--- config.mk ---
export PLATFORM = sky130hd
export DESIGN_NAME = scsi_pio_term
export DESIGN_NICKNAME = d
export VERILOG_FILES = /design/src/scsi_pio_pkg.sv /design/src/scsi_pio_term.sv
export SDC_FILE = /design/constraint.sdc
export NUM_CORES = 1
export LEC_CHECK = 0
export ABC_CLOCK_PERIOD_IN_PS = 2600
export BUFFER_PORTS_ARGS = -buffer_cell sky130_fd_sc_hd__buf_2
export CAP_MARGIN = 20
export CORE_UTILIZATION = 50
export DETAILED_ROUTE_END_ITERATION = 16
export PLACE_DENSITY = 0.81
export SETUP_SLACK_MARGIN = 0.02
export SKIP_LAST_GASP = 1
export SYNTH_ARGS = -nofsm -noshare
export SYNTH_HDL_FRONTEND = slang
export SYNTH_SLANG_ARGS = --single-unit
export TNS_END_PERCENT = 1
--- constraint.sdc ---
create_clock -name clock_in -period 2.6 [get_ports clock_in]
set_clock_uncertainty 0.1 [all_clocks]
set_input_delay 0.52 -clock clock_in [delete_from_list [all_inputs] [get_ports clock_in]]
set_output_delay 0.52 -clock clock_in [all_outputs]
set_load 0.03 [all_outputs]
--- src/scsi_pio_pkg.sv ---
package scsi_pio_pkg;
  // ----------------------------------------------------------------
  // register byte addresses
  // ----------------------------------------------------------------
  localparam logic [7:0] ADDR_DEVICE_CONFIG = 8'h00;
  localparam logic [7:0] ADDR_XFER_CTRL_0 = 8'h04;
  localparam logic [7:0] ADDR_XFER_CTRL_1 = 8'h08;
  localparam logic [7:0] ADDR_HOST_CONTROL = 8'h0c;
  localparam logic [7:0] ADDR_STATUS_0 = 8'h10;
  localparam logic [7:0] ADDR_STATUS_1 = 8'h14;
  localparam logic [7:0] ADDR_DATA_LATCH_LOW = 8'h18;
  localparam logic [7:0] ADDR_DATA_LATCH_HIGH = 8'h1c;
  localparam logic [7:0] ADDR_SIGNAL_OUT = 8'h20;
  localparam logic [7:0] ADDR_SIGNAL_IN = 8'h24;
  localparam logic [7:0] ADDR_LIVE_BUS_LOW = 8'h28;
  localparam logic [7:0] ADDR_OWN_ID = 8'h2c;
  localparam logic [7:0] ADDR_INT_MASK = 8'h30;
  // ----------------------------------------------------------------
  // field positions
  // ----------------------------------------------------------------
  localparam int BIT_TERM_POLARITY = 1;
  localparam int BIT_TERM_ENABLE = 0;
  localparam int BIT_AUTO_PIO_ENABLE = 3;
  localparam int BIT_SOFT_CHIP_RESET = 0;
  localparam int BIT_SEQ_PAUSE = 2;
  localparam int BIT_PIO_READY = 1;
  localparam int BIT_PHASE_MISMATCH = 4;
  localparam int BIT_BUS_FREE = 0;
  localparam int BIT_INT_PIO = 0;
  localparam int BIT_SIG_ACK = 0;
  localparam int BIT_SIG_BSY = 2;
  localparam int BIT_SIG_SEL = 3;
  localparam int BIT_SIG_ATN = 4;
  localparam int PHASE_LSB = 5;
  // ----------------------------------------------------------------
  // reset values and timing
  // ----------------------------------------------------------------
  localparam logic [7:0] RST_HOST_CONTROL = 8'h04;
  localparam logic [7:0] RST_REG = 8'h00;
  localparam int CLK_PERIOD_NS = 40;
  localparam int DATA_SETUP_NS = 40;
  localparam int DATA_SETUP_CYCLES_RAW =
    (DATA_SETUP_NS + CLK_PERIOD_NS - 1) / CLK_PERIOD_NS;
  localparam int DATA_SETUP_CYCLES =
    (DATA_SETUP_CYCLES_RAW < 1) ? 1 : DATA_SETUP_CYCLES_RAW;
  localparam logic [1:0] SETUP_LAST = 2'(DATA_SETUP_CYCLES - 1);

  typedef enum logic [1:0] {
    PIO_IDLE,
    PIO_WAIT_HOST,
    PIO_SETUP,
    PIO_ACK
  } pio_state_t;
endpackage : scsi_pio_pkg

--- src/scsi_pio_term.sv ---
`timescale 1ns/1ps
`default_nettype none
module scsi_pio_term
  import scsi_pio_pkg::*;
(
  input wire logic clock_in,              // 25 MHz clock
  input wire logic reset_in,              // sync reset, active high
  input wire logic bus_reset_n_in,        // chip reset pin, active low
  input wire logic psel_in,               // apb select
  input wire logic penable_in,            // apb enable
  input wire logic pwrite_in,             // apb write
  input wire logic [7:0] paddr_in,        // apb byte address
  input wire logic [31:0] pwdata_in,      // apb write data
  output logic [31:0] prdata_out,         // apb read data
  output logic pready_out,                // apb ready
  output logic pslverr_out,               // apb error, unmapped
  input wire logic [7:0] data_in,         // scsi data lines in
  output logic [7:0] data_out,            // scsi data lines out
  output logic data_oe_out,               // scsi data drive enable
  input wire logic req_in,                // scsi req, asserted high
  input wire logic ack_in,                // scsi ack as seen on bus
  input wire logic cd_in,                 // scsi c/d
  input wire logic io_in,                 // scsi i/o, 1 = in
  input wire logic msg_in,                // scsi msg
  input wire logic atn_in,                // scsi atn as seen
  input wire logic sel_in,                // scsi sel as seen
  input wire logic bsy_in,                // scsi bsy as seen
  output logic ack_out,                   // scsi ack drive
  output logic atn_out,                   // scsi atn drive
  output logic sel_out,                   // scsi sel drive
  output logic bsy_out,                   // scsi bsy drive
  output logic term_power_out,            // termination power level
  output logic term_power_oe_out,         // termination power enable
  output logic seq_pause_out,             // sequencer pause request
  output logic pio_irq_out                // pio ready interrupt
);
  // ----------------------------------------------------------------
  // reset and apb decode
  // ----------------------------------------------------------------
  logic rst, apb_setup, wr_en, rd_en, soft_chip_reset, latch_wr, latch_rd;
  assign rst = reset_in || !bus_reset_n_in;
  assign apb_setup = psel_in && !penable_in;
  assign wr_en = psel_in && penable_in && pready_out && pwrite_in;
  assign rd_en = psel_in && penable_in && pready_out && !pwrite_in;
  assign soft_chip_reset = wr_en && (paddr_in == ADDR_HOST_CONTROL) &&
                           pwdata_in[BIT_SOFT_CHIP_RESET];
  assign latch_wr = wr_en && (paddr_in == ADDR_DATA_LATCH_LOW);
  assign latch_rd = rd_en && (paddr_in == ADDR_DATA_LATCH_LOW);

  // ----------------------------------------------------------------
  // registers
  // ----------------------------------------------------------------
  logic [7:0] device_config_reg, xfer_ctrl_0, xfer_ctrl_1;
  logic [7:0] host_control_reg, data_latch_low, data_latch_high;
  logic [7:0] signal_out_reg, own_id, int_mask;
  logic term_ever_enabled, bus_free, pio_ready, auto_ack, auto_drive;
  logic [1:0] setup_cnt;
  pio_state_t state;
  logic req_meta, req_sync, ack_meta, ack_sync;
  logic auto_on, phase_mismatch;

  assign auto_on = xfer_ctrl_0[BIT_AUTO_PIO_ENABLE];
  assign phase_mismatch =
    signal_out_reg[PHASE_LSB +: 3] != {cd_in, io_in, msg_in};

  // polarity cleared only by the pin or reset, never by soft reset
  always_ff @(posedge clock_in) begin
    if (rst) begin
      device_config_reg <= RST_REG;
    end else if (wr_en && paddr_in == ADDR_DEVICE_CONFIG) begin
      device_config_reg <= pwdata_in[7:0];
    end
  end

  always_ff @(posedge clock_in) begin
    if (rst) begin
      xfer_ctrl_1 <= RST_REG;
    end else if (soft_chip_reset) begin
      xfer_ctrl_1[BIT_TERM_ENABLE] <= 1'b0;
    end else if (wr_en && paddr_in == ADDR_XFER_CTRL_1) begin
      xfer_ctrl_1 <= pwdata_in[7:0];
    end
  end

  always_ff @(posedge clock_in) begin
    if (rst) begin
      term_ever_enabled <= 1'b0;
    end else if (wr_en && paddr_in == ADDR_XFER_CTRL_1 &&
                 pwdata_in[BIT_TERM_ENABLE]) begin
      term_ever_enabled <= 1'b1;
    end
  end

  // automatic modes off, interrupts masked, sequencer paused after reset
  always_ff @(posedge clock_in) begin
    if (rst) begin
      xfer_ctrl_0 <= RST_REG;
      host_control_reg <= RST_HOST_CONTROL;
      int_mask <= RST_REG;
      own_id <= RST_REG;
      signal_out_reg <= RST_REG;
      data_latch_high <= RST_REG;
    end else if (wr_en) begin
      case (paddr_in)
        ADDR_XFER_CTRL_0: xfer_ctrl_0 <= pwdata_in[7:0];
        ADDR_HOST_CONTROL: begin
          host_control_reg <= pwdata_in[7:0] &
                              ~(8'h01 << BIT_SOFT_CHIP_RESET);
        end
        ADDR_INT_MASK: int_mask <= pwdata_in[7:0];
        ADDR_OWN_ID: own_id <= pwdata_in[7:0];
        ADDR_SIGNAL_OUT: signal_out_reg <= pwdata_in[7:0];
        ADDR_DATA_LATCH_HIGH: data_latch_high <= pwdata_in[7:0];
        default: ;
      endcase
    end
  end

  // ----------------------------------------------------------------
  // input synchronisers and bus free
  // ----------------------------------------------------------------
  always_ff @(posedge clock_in) begin
    if (rst) begin
      req_meta <= 1'b0;
      req_sync <= 1'b0;
      ack_meta <= 1'b0;
      ack_sync <= 1'b0;
    end else begin
      req_meta <= req_in;
      req_sync <= req_meta;
      ack_meta <= ack_in;
      ack_sync <= ack_meta;
    end
  end

  // a free bus seen in the same cycle as a clear keeps the bit set
  always_ff @(posedge clock_in) begin
    if (rst) begin
      bus_free <= 1'b0;
    end else if (!bsy_in && !sel_in) begin
      bus_free <= 1'b1;
    end else if (wr_en && paddr_in == ADDR_STATUS_1 &&
                 pwdata_in[BIT_BUS_FREE]) begin
      bus_free <= 1'b0;
    end
  end

  // ----------------------------------------------------------------
  // automatic pio handshake
  // ----------------------------------------------------------------
  // idle waits for matched phase; manual mode leaves this at rest
  always_ff @(posedge clock_in) begin
    if (rst || soft_chip_reset) begin
      state <= PIO_IDLE;
      pio_ready <= 1'b0;
      auto_ack <= 1'b0;
      auto_drive <= 1'b0;
      setup_cnt <= 2'h0;
    end else begin
      case (state)
        PIO_IDLE: begin
          auto_ack <= 1'b0;
          auto_drive <= 1'b0;
          if (auto_on && !phase_mismatch && req_sync) begin
            pio_ready <= 1'b1;
            state <= PIO_WAIT_HOST;
          end
        end
        PIO_WAIT_HOST: begin
          if (!auto_on) begin
            pio_ready <= 1'b0;
            state <= PIO_IDLE;
          end else if (!io_in && latch_wr) begin
            pio_ready <= 1'b0;
            auto_drive <= 1'b1;
            setup_cnt <= 2'h0;
            state <= PIO_SETUP;
          end else if (io_in && latch_rd) begin
            pio_ready <= 1'b0;
            auto_ack <= 1'b1;
            state <= PIO_ACK;
          end
        end
        PIO_SETUP: begin
          if (setup_cnt == SETUP_LAST) begin
            auto_ack <= 1'b1;
            state <= PIO_ACK;
          end else begin
            setup_cnt <= setup_cnt + 2'h1;
          end
        end
        PIO_ACK: begin
          if (!req_sync) begin
            auto_ack <= 1'b0;
            auto_drive <= 1'b0;
            state <= PIO_IDLE;
          end
        end
        default: state <= PIO_IDLE;
      endcase
    end
  end

  // in direction takes the bus byte as ready rises; else host writes
  always_ff @(posedge clock_in) begin
    if (rst) begin
      data_latch_low <= RST_REG;
    end else if (state == PIO_IDLE && auto_on && !phase_mismatch &&
                 req_sync && io_in) begin
      data_latch_low <= data_in;
    end else if (latch_wr) begin
      data_latch_low <= pwdata_in[7:0];
    end
  end

  // ----------------------------------------------------------------
  // apb read path, answered in the access cycle
  // ----------------------------------------------------------------
  logic [7:0] rd_byte;
  logic rd_hit;
  always_comb begin
    rd_byte = 8'h00;
    rd_hit = 1'b1;
    case (paddr_in)
      ADDR_DEVICE_CONFIG: rd_byte = device_config_reg;
      ADDR_XFER_CTRL_0: rd_byte = xfer_ctrl_0;
      ADDR_XFER_CTRL_1: rd_byte = xfer_ctrl_1;
      ADDR_HOST_CONTROL: rd_byte = host_control_reg;
      ADDR_STATUS_0: rd_byte = 8'(pio_ready) << BIT_PIO_READY;
      ADDR_STATUS_1: begin
        rd_byte = (8'(phase_mismatch) << BIT_PHASE_MISMATCH) |
                  (8'(bus_free) << BIT_BUS_FREE);
      end
      ADDR_DATA_LATCH_LOW: rd_byte = data_latch_low;
      ADDR_DATA_LATCH_HIGH: rd_byte = data_latch_high;
      ADDR_SIGNAL_OUT: rd_byte = signal_out_reg;
      ADDR_SIGNAL_IN: begin
        rd_byte = {cd_in, io_in, msg_in, atn_in, sel_in, bsy_in,
                   req_sync, ack_sync};
      end
      ADDR_LIVE_BUS_LOW: rd_byte = data_in;
      ADDR_OWN_ID: rd_byte = own_id;
      ADDR_INT_MASK: rd_byte = int_mask;
      default: rd_hit = 1'b0;
    endcase
  end

  always_ff @(posedge clock_in) begin
    if (rst) begin
      pready_out <= 1'b0;
      pslverr_out <= 1'b0;
      prdata_out <= 32'h0;
    end else begin
      pready_out <= apb_setup;
      pslverr_out <= apb_setup && !rd_hit;
      if (apb_setup) begin
        prdata_out <= {24'h0, rd_byte};
      end
    end
  end

  // ----------------------------------------------------------------
  // bus and pin outputs
  // ----------------------------------------------------------------
  // manual data drive only in out direction while bsy is seen on the bus, from any device
  always_ff @(posedge clock_in) begin
    if (rst) begin
      data_out <= 8'h00;
      data_oe_out <= 1'b0;
      ack_out <= 1'b0;
      atn_out <= 1'b0;
      sel_out <= 1'b0;
      bsy_out <= 1'b0;
      seq_pause_out <= 1'b1;
      pio_irq_out <= 1'b0;
    end else begin
      data_out <= data_latch_low;
      data_oe_out <= auto_drive || (!auto_on && !io_in && bsy_in);
      ack_out <= auto_ack ||
                 (!auto_on && signal_out_reg[BIT_SIG_ACK]);
      atn_out <= signal_out_reg[BIT_SIG_ATN];
      sel_out <= signal_out_reg[BIT_SIG_SEL];
      bsy_out <= signal_out_reg[BIT_SIG_BSY];
      seq_pause_out <= host_control_reg[BIT_SEQ_PAUSE];
      pio_irq_out <= pio_ready && int_mask[BIT_INT_PIO];
    end
  end

  always_ff @(posedge clock_in) begin
    if (rst) begin
      term_power_out <= 1'b0;
      term_power_oe_out <= 1'b0;
    end else begin
      term_power_out <= xfer_ctrl_1[BIT_TERM_ENABLE] ^
                        device_config_reg[BIT_TERM_POLARITY];
      term_power_oe_out <= term_ever_enabled;
    end
  end

  // ----------------------------------------------------------------
  // checks
  // ----------------------------------------------------------------
  AST_TERM_FLOATS_IN_RESET: assert property (
    @(posedge clock_in) disable iff (reset_in)
    !bus_reset_n_in |=> !term_power_oe_out && !xfer_ctrl_1[0] &&
                        !device_config_reg[1])
    else $error("termination pin not floated by bus reset");
  AST_TERM_LEVEL: assert property (
    @(posedge clock_in) disable iff (rst)
    $past(!rst) |-> term_power_out ==
      ($past(xfer_ctrl_1[0]) ^ $past(device_config_reg[1])))
    else $error("termination level wrong for enable and polarity");
  AST_TERM_STAYS_DRIVEN: assert property (
    @(posedge clock_in) disable iff (rst)
    term_power_oe_out |=> term_power_oe_out)
    else $error("termination pin released without reset");
  AST_SOFT_RESET_TERM: assert property (
    @(posedge clock_in) disable iff (rst)
    soft_chip_reset |=> !xfer_ctrl_1[0] &&
      device_config_reg == $past(device_config_reg) ##1 term_power_out ==
      device_config_reg[1])
    else $error("soft reset did not leave pin inactive");
  AST_READY_CAUSE: assert property (
    @(posedge clock_in) disable iff (rst)
    $rose(pio_ready) |-> $past(auto_on && !phase_mismatch && req_sync))
    else $error("ready set without enable, match and req");
  AST_OUT_WRITE_ACK: assert property (
    @(posedge clock_in) disable iff (rst)
    state == PIO_WAIT_HOST && auto_on && !io_in && latch_wr |=>
      !pio_ready ##1 data_oe_out ##[1:3] ack_out)
    else $error("out write did not drive data then ack");
  AST_ACK_RELEASE: assert property (
    @(posedge clock_in) disable iff (rst)
    state == PIO_ACK && !req_sync |=> !auto_ack ##1 !ack_out)
    else $error("ack not released after req fell");
  AST_IN_CAPTURE: assert property (
    @(posedge clock_in) disable iff (rst)
    state == PIO_IDLE && auto_on && !phase_mismatch && req_sync && io_in
      |=> pio_ready && data_latch_low == $past(data_in))
    else $error("in byte not captured with ready");
  AST_IN_READ_ACK: assert property (
    @(posedge clock_in) disable iff (rst)
    state == PIO_WAIT_HOST && auto_on && io_in && latch_rd |=>
      !pio_ready && auto_ack ##1 ack_out)
    else $error("in read did not ack");
  AST_PAUSED_AFTER_RESET: assert property (
    @(posedge clock_in) disable iff (rst)
    $past(rst) |-> seq_pause_out && !pio_irq_out && !auto_on)
    else $error("not paused with automatics off after reset");
  AST_IRQ_FOLLOWS_READY: assert property (
    @(posedge clock_in) disable iff (rst)
    $past(!rst) |-> pio_irq_out == $past(pio_ready && int_mask[0]))
    else $error("pio interrupt does not follow ready");
  AST_BUS_FREE: assert property (
    @(posedge clock_in) disable iff (rst)
    !bsy_in && !sel_in |=> bus_free)
    else $error("bus free status not set");
  AST_REQ_SYNC: assert property (
    @(posedge clock_in) disable iff (rst)
    $rose(req_in) ##1 req_in |=> req_sync)
    else $error("req synchroniser latency wrong");
endmodule : scsi_pio_term
`default_nettype wire

---- Yosys cells after proc, flatten, opt, wreduce, memory -nomap -nowiden ----
Index checks and enable logic that the tools add are counted.
storage, ports and cells
  bits in registers ....................... 111
  bits in latches ......................... 0
  memory bits (writable) .................. 0
  memory bits (read-only) ................. 0
  input bits .............................. 62
  output and inout port bits .............. 51
  logic and storage cells ................. 157
  memories kept ........................... 0
operators by class
  $add $sub $neg .......................... 1
  multipliers ............................. 0
  divide/modulo/power cells ............... 0
  order comparisons ....................... 0
  eq/ne operators ......................... 25
  shifts and indexed selects .............. 0
  multiplexer cells ....................... 31
  bitwise gates (word level) .............. 3
  reduce and logical (&&, ||, !) cells .... 63
operator list
  kind                                            count
  one-hot mux 8 bit (13 select lines)             1
  == test 8 x 6 -> 1 bit (second input constant)  5
  == test 8 x 5 -> 1 bit (second input constant)  4
  logical AND 1 bit                               28
  two-way mux 2 bit                               9
  == test 8 x 4 -> 1 bit (second input constant)  2
  two-way mux 8 bit                               2
  inequality test 2 bit (second input constant)   8
  two-way mux 1 bit                               14
  AND reduction 2 bit                             7
  OR reduction 13 bit                             1
  AND reduction 4 bit                             3
  logical NOT 1 bit                               9
  == test 8 x 3 -> 1 bit (second input constant)  1
  logical NOT 8 bit                               1
  one-hot mux 2 bit (4 select lines)              1
  nonzero test 2 bit                              4
  bitwise OR 5 x 1 -> 5 bit                       1
  AND reduction 5 bit                             1
  == test 2 bit (second input constant)           2
  logical NOT 2 bit                               2
  logical OR 1 bit                                4
  inequality test 4 bit (second input constant)   1
  one-hot mux 1 bit (4 select lines)              1
  other kinds (11)                                11

---- Depth between registers and ports, before layout ----
  depth after elaboration ................. 9
  mapped depth ............................ 8
  gate-level depth less buffers ........... 7

---- Worst setup path before layout ----
OpenSTA, ideal clock, no wires.
  kind .................................... input-to-reg
  start ................................... input port paddr_in[5]
  end ..................................... register state[0]
  data arrival time ....................... 2.225 ns
  setup slack ............................. 0.205 ns
  stages .................................. 7
  buffers on the path ..................... 2
  cells stage by stage .................... buf_6 > or4b_1 > buf_6 > o41ai_4 > o211ai_2 > or3_1 > a21oi_1
between the ends
  word-level cells in the longest chain between the ends .. 6
  elaborated cells between the ends (all ways) .. 14
ends and longest elaborated chain
  what                                line                                      source
  start, declared                     scsi_pio_term.sv:12                       input wire logic [7:0] paddr_in,
  == test 8 x 5 -> 1 bit              scsi_pio_term.sv:47, scsi_pio_term.sv:48
  logical AND 1 bit                   scsi_pio_term.sv:47                       assign latch_wr = wr_en && (paddr_in == ADDR_DATA_LATCH_LOW);
  logical AND 1 bit                   scsi_pio_term.sv:173                      end else if (!io_in && latch_wr) begin
  two-way mux 2 bit                   scsi_pio_term.sv:173
  two-way mux 2 bit                   scsi_pio_term.sv:170                      if (!auto_on) begin
  one-hot mux 2 bit (4 select lines)  scsi_pio_term.sv:160                      case (state)
  end signal, assigned                scsi_pio_term.sv:166                      state <= PIO_WAIT_HOST;
  end signal, assigned                scsi_pio_term.sv:172                      state <= PIO_IDLE;
  end signal, assigned                scsi_pio_term.sv:177                      state <= PIO_SETUP;
  end, declared                       scsi_pio_term.sv:58                       pio_state_t state;
Several ways; a longest one is shown, not always the timed one.
A chain may end at the register's enable or synchronous reset.

---- Worst setup path in the final report ----
  start ................................... input port paddr_in[1]
  end ..................................... register setup_cnt[0]
between the ends
  word-level cells in the longest chain between the ends .. 5
  elaborated cells between the ends (all ways) .. 9
ends and longest elaborated chain
  what                                    line                  source
  == test 8 x 5 -> 1 bit                  scsi_pio_term.sv:47
  logical AND 1 bit                       scsi_pio_term.sv:47
  logical AND 1 bit                       scsi_pio_term.sv:173
  inequality test 2 bit (no source line)  -
  AND reduction 4 bit (no source line)    -
  end signal, assigned                    scsi_pio_term.sv:189  setup_cnt <= setup_cnt + 2'h1;
  end, declared                           scsi_pio_term.sv:57   logic [1:0] setup_cnt;
Several ways; a longest one is shown, not always the timed one.

==> results.tsv <==
metric	value	unit
crit_slowest_cell	or4b_1	
dp_cells	789	
synth_top_area_cell	dfxtp_1	
intPower	2.51	mW
dp_hpwl	10700	um
antenna_found_initial	0	
start_util	51.4	%
setup_viol	0	
gp_congestion	0.985	
end_kind	flop	
cts_buffers	9	
drc	0	
relSlewSlack	54.3	%
pwr-share-seq	52.1	%
async_flop_share	0	%
cp-start-kind	primary input	
clk_pin_slew	90	ps
ir_worst_vdd	0.000238	V
grt.met2_usage	44.1	%
netlist_instances	581	
swShare	23.2	%
hold_viol_final	0	
dieArea	11000	sq um
hold_path.class	primary input to flop	
coreArea	10300	sq um
stdcell_count	804	
cts-root-buf	clkbuf_8	
syn_area	5300	sq um
p_leak	2.29	nW
rsz0062_at_grt	no	
synth_cell_types	60	
layout.nets	732	
status	finished, final reports clean	
total_power	3.27	mW
arrival	2460	ps
synth_edf_count	0	
p_clk_share	39.7	%
io_pins	113	
report.final.slew_viol_count	0	
slowest_delay	710	ps
clock_sinks	111	
drtAntennaViolNets	0	
clockBufferDepth	2	
fin_crit_sh	86.4	%
synth_common_cells	111 x dfxtp_1, 77 x nor2_1, 72 x mux2i_1	
synthFlopType	dfxtp_1	
use_met3	3.68	%
worst_slew_pin_slew	676	ps
die_h	105	um
dieWidth	105	um
drt-total-wl	14300	um
grt_start_max_net_pins	30	
postCtsHoldBufs	0	
criticalPathCategory	primary input to flop	
grt_overflow	0	
drive_above_1_share	23.1	%
htree_num_levels	3	
tritoncts	done	
cap_violations	0	
synth_most_common_cell	dfxtp_1	
portBuffers	64	
drt_first_iter_violations	407	
post_cts_buffers	0	
grt_pass1_wl	22700	um
clk_latency	380	ps
path_delay_family	simple AND/OR/NAND/NOR gates	
worstPathCellList	buf_2 -> or4b_1 -> nor4_2 -> a21boi_1 -> or4_1 -> a21oi_1	
min_period	2250	ps
crit_buf_inv	1	
gr-usage-met1	34.1	%
globalRouteTotalUtil	26.6	%
areaGrowthSynthToFinish	16.7	%
dr.pass1.iters	5	
power_frac_comb	8.2	%
postLayoutCellArea	6190	sq um
synthTopCellsByArea	dfxtp_1 42%, mux2i_1 14%, nor2_1 5.5%, buf_4 3.4%, nand2_1 2.8%	
grt.busiest_layer	met2	
num_vias	4597	
crit_required	2810	ps
cts-resized-gates	0	
post_drt_wl_per_cell	17.8	um
cp_max_fo	5	
yosys_warnings	0	
synth_seq_cells	111	
clock.fmax	445	MHz
diodes	0	
switching_power	0.758	mW
grt_pass1_vias	4455	
pwr_density_cell	528	nW/um^2
rows	37	
synth_area_per_cell	9.12	sq um
synth_top_area_share	41.9	%
seq_area_frac_synth	41.9	%
hold_slack	237	ps
vias_per_cell	5.72	
place_area	5930	sq um
[power groups by stage]
stage	clock, mW	sequential (mW)	combinational (mW)
2_1_floorplan	0	1.75	0.183
3_3_place_gp	0	1.74	0.260
3_5_place_dp	0	1.74	0.262
4_1_cts	1.32	1.70	0.263
5_1_grt	1.38	1.70	0.282
6_report	1.30	1.70	0.268
[cell usage in the layout (no fill, tap or decap), types with 6 or more instances in the layout]
| cell | n |
|---|---|
| dfxtp_1 | 111 |
| nor2_2 | 7 |
| o21ai_0 | 22 |
| nor4_1 | 7 |
| buf_4 | 47 |
| and2_1 | 18 |
| clkbuf_8 | 9 |
| a2bb2oi_1 | 6 |
| nand2_1 | 39 |
| a211oi_1 | 9 |
| buf_2 | 64 |
| nand3_1 | 17 |
| mux2_2 | 7 |
| conb_1 | 24 |
| a22oi_1 | 15 |
| a21oi_1 | 23 |
| mux2i_1 | 72 |
| ha_1 | 6 |
| nand4_1 | 6 |
| nor2_1 | 77 |
| inv_1 | 7 |
[path summary, 6_finish.rpt]
path	endpoint	from	slack (ps)	cells after the start
setup / recovery	setup_cnt[0]	paddr_in[1]	350	6
hold / removal	ack_meta	ack_in	240	2
setup reg to reg	state[0]	xfer_ctrl_0[3]	500	5
hold reg to reg	ack_sync	ack_meta	340	1
[final cells by class]
type | instances | area [sq um]
Timing Repair Buffer | 113 | 713
Fill cell | 873 | 4140
Inverter | 7 | 26.3
Clock inverter | 6 | 134
Clock buffer | 9 | 124
Sequential cell | 111 | 2220
Multi-Input combinational cell | 422 | 2800
Tap cell | 136 | 170
[stage by stage]
step	util (%)	TNS, ps	setup slack (ps)
final	59.9	0	354
after global routing	59.9	0	275
after CTS	59.9	0	373
after detailed placement	57.4	-32.1	-16.5
after global placement	57.4	0	35.6
after floorplan	-	0	205
[logic make-up after synthesis]
| kind of cell | Yosys count | share of synthesized area, % |
|---|---|---|
| compound gates | 107 | 14.3 |
| xor+xnor | 4 | 0.661 |
| fa+ha+maj | 6 | 1.42 |
| buf+inv | 71 | 7.10 |
| flops | 111 | 41.9 |
| mux | 80 | 15.5 |
| other cells | 1 | 0.0707 |
| simple gates | 201 | 19.0 |
[metal layers]
metal  wire [um]  vias to the layer above
met5           0                        -
met4         394                        0
met3        1020                       26
met2        6780                      203
met1        6120                     2196
li1            -                     2172
Note: power is estimated with default switching activity, not from simulation.
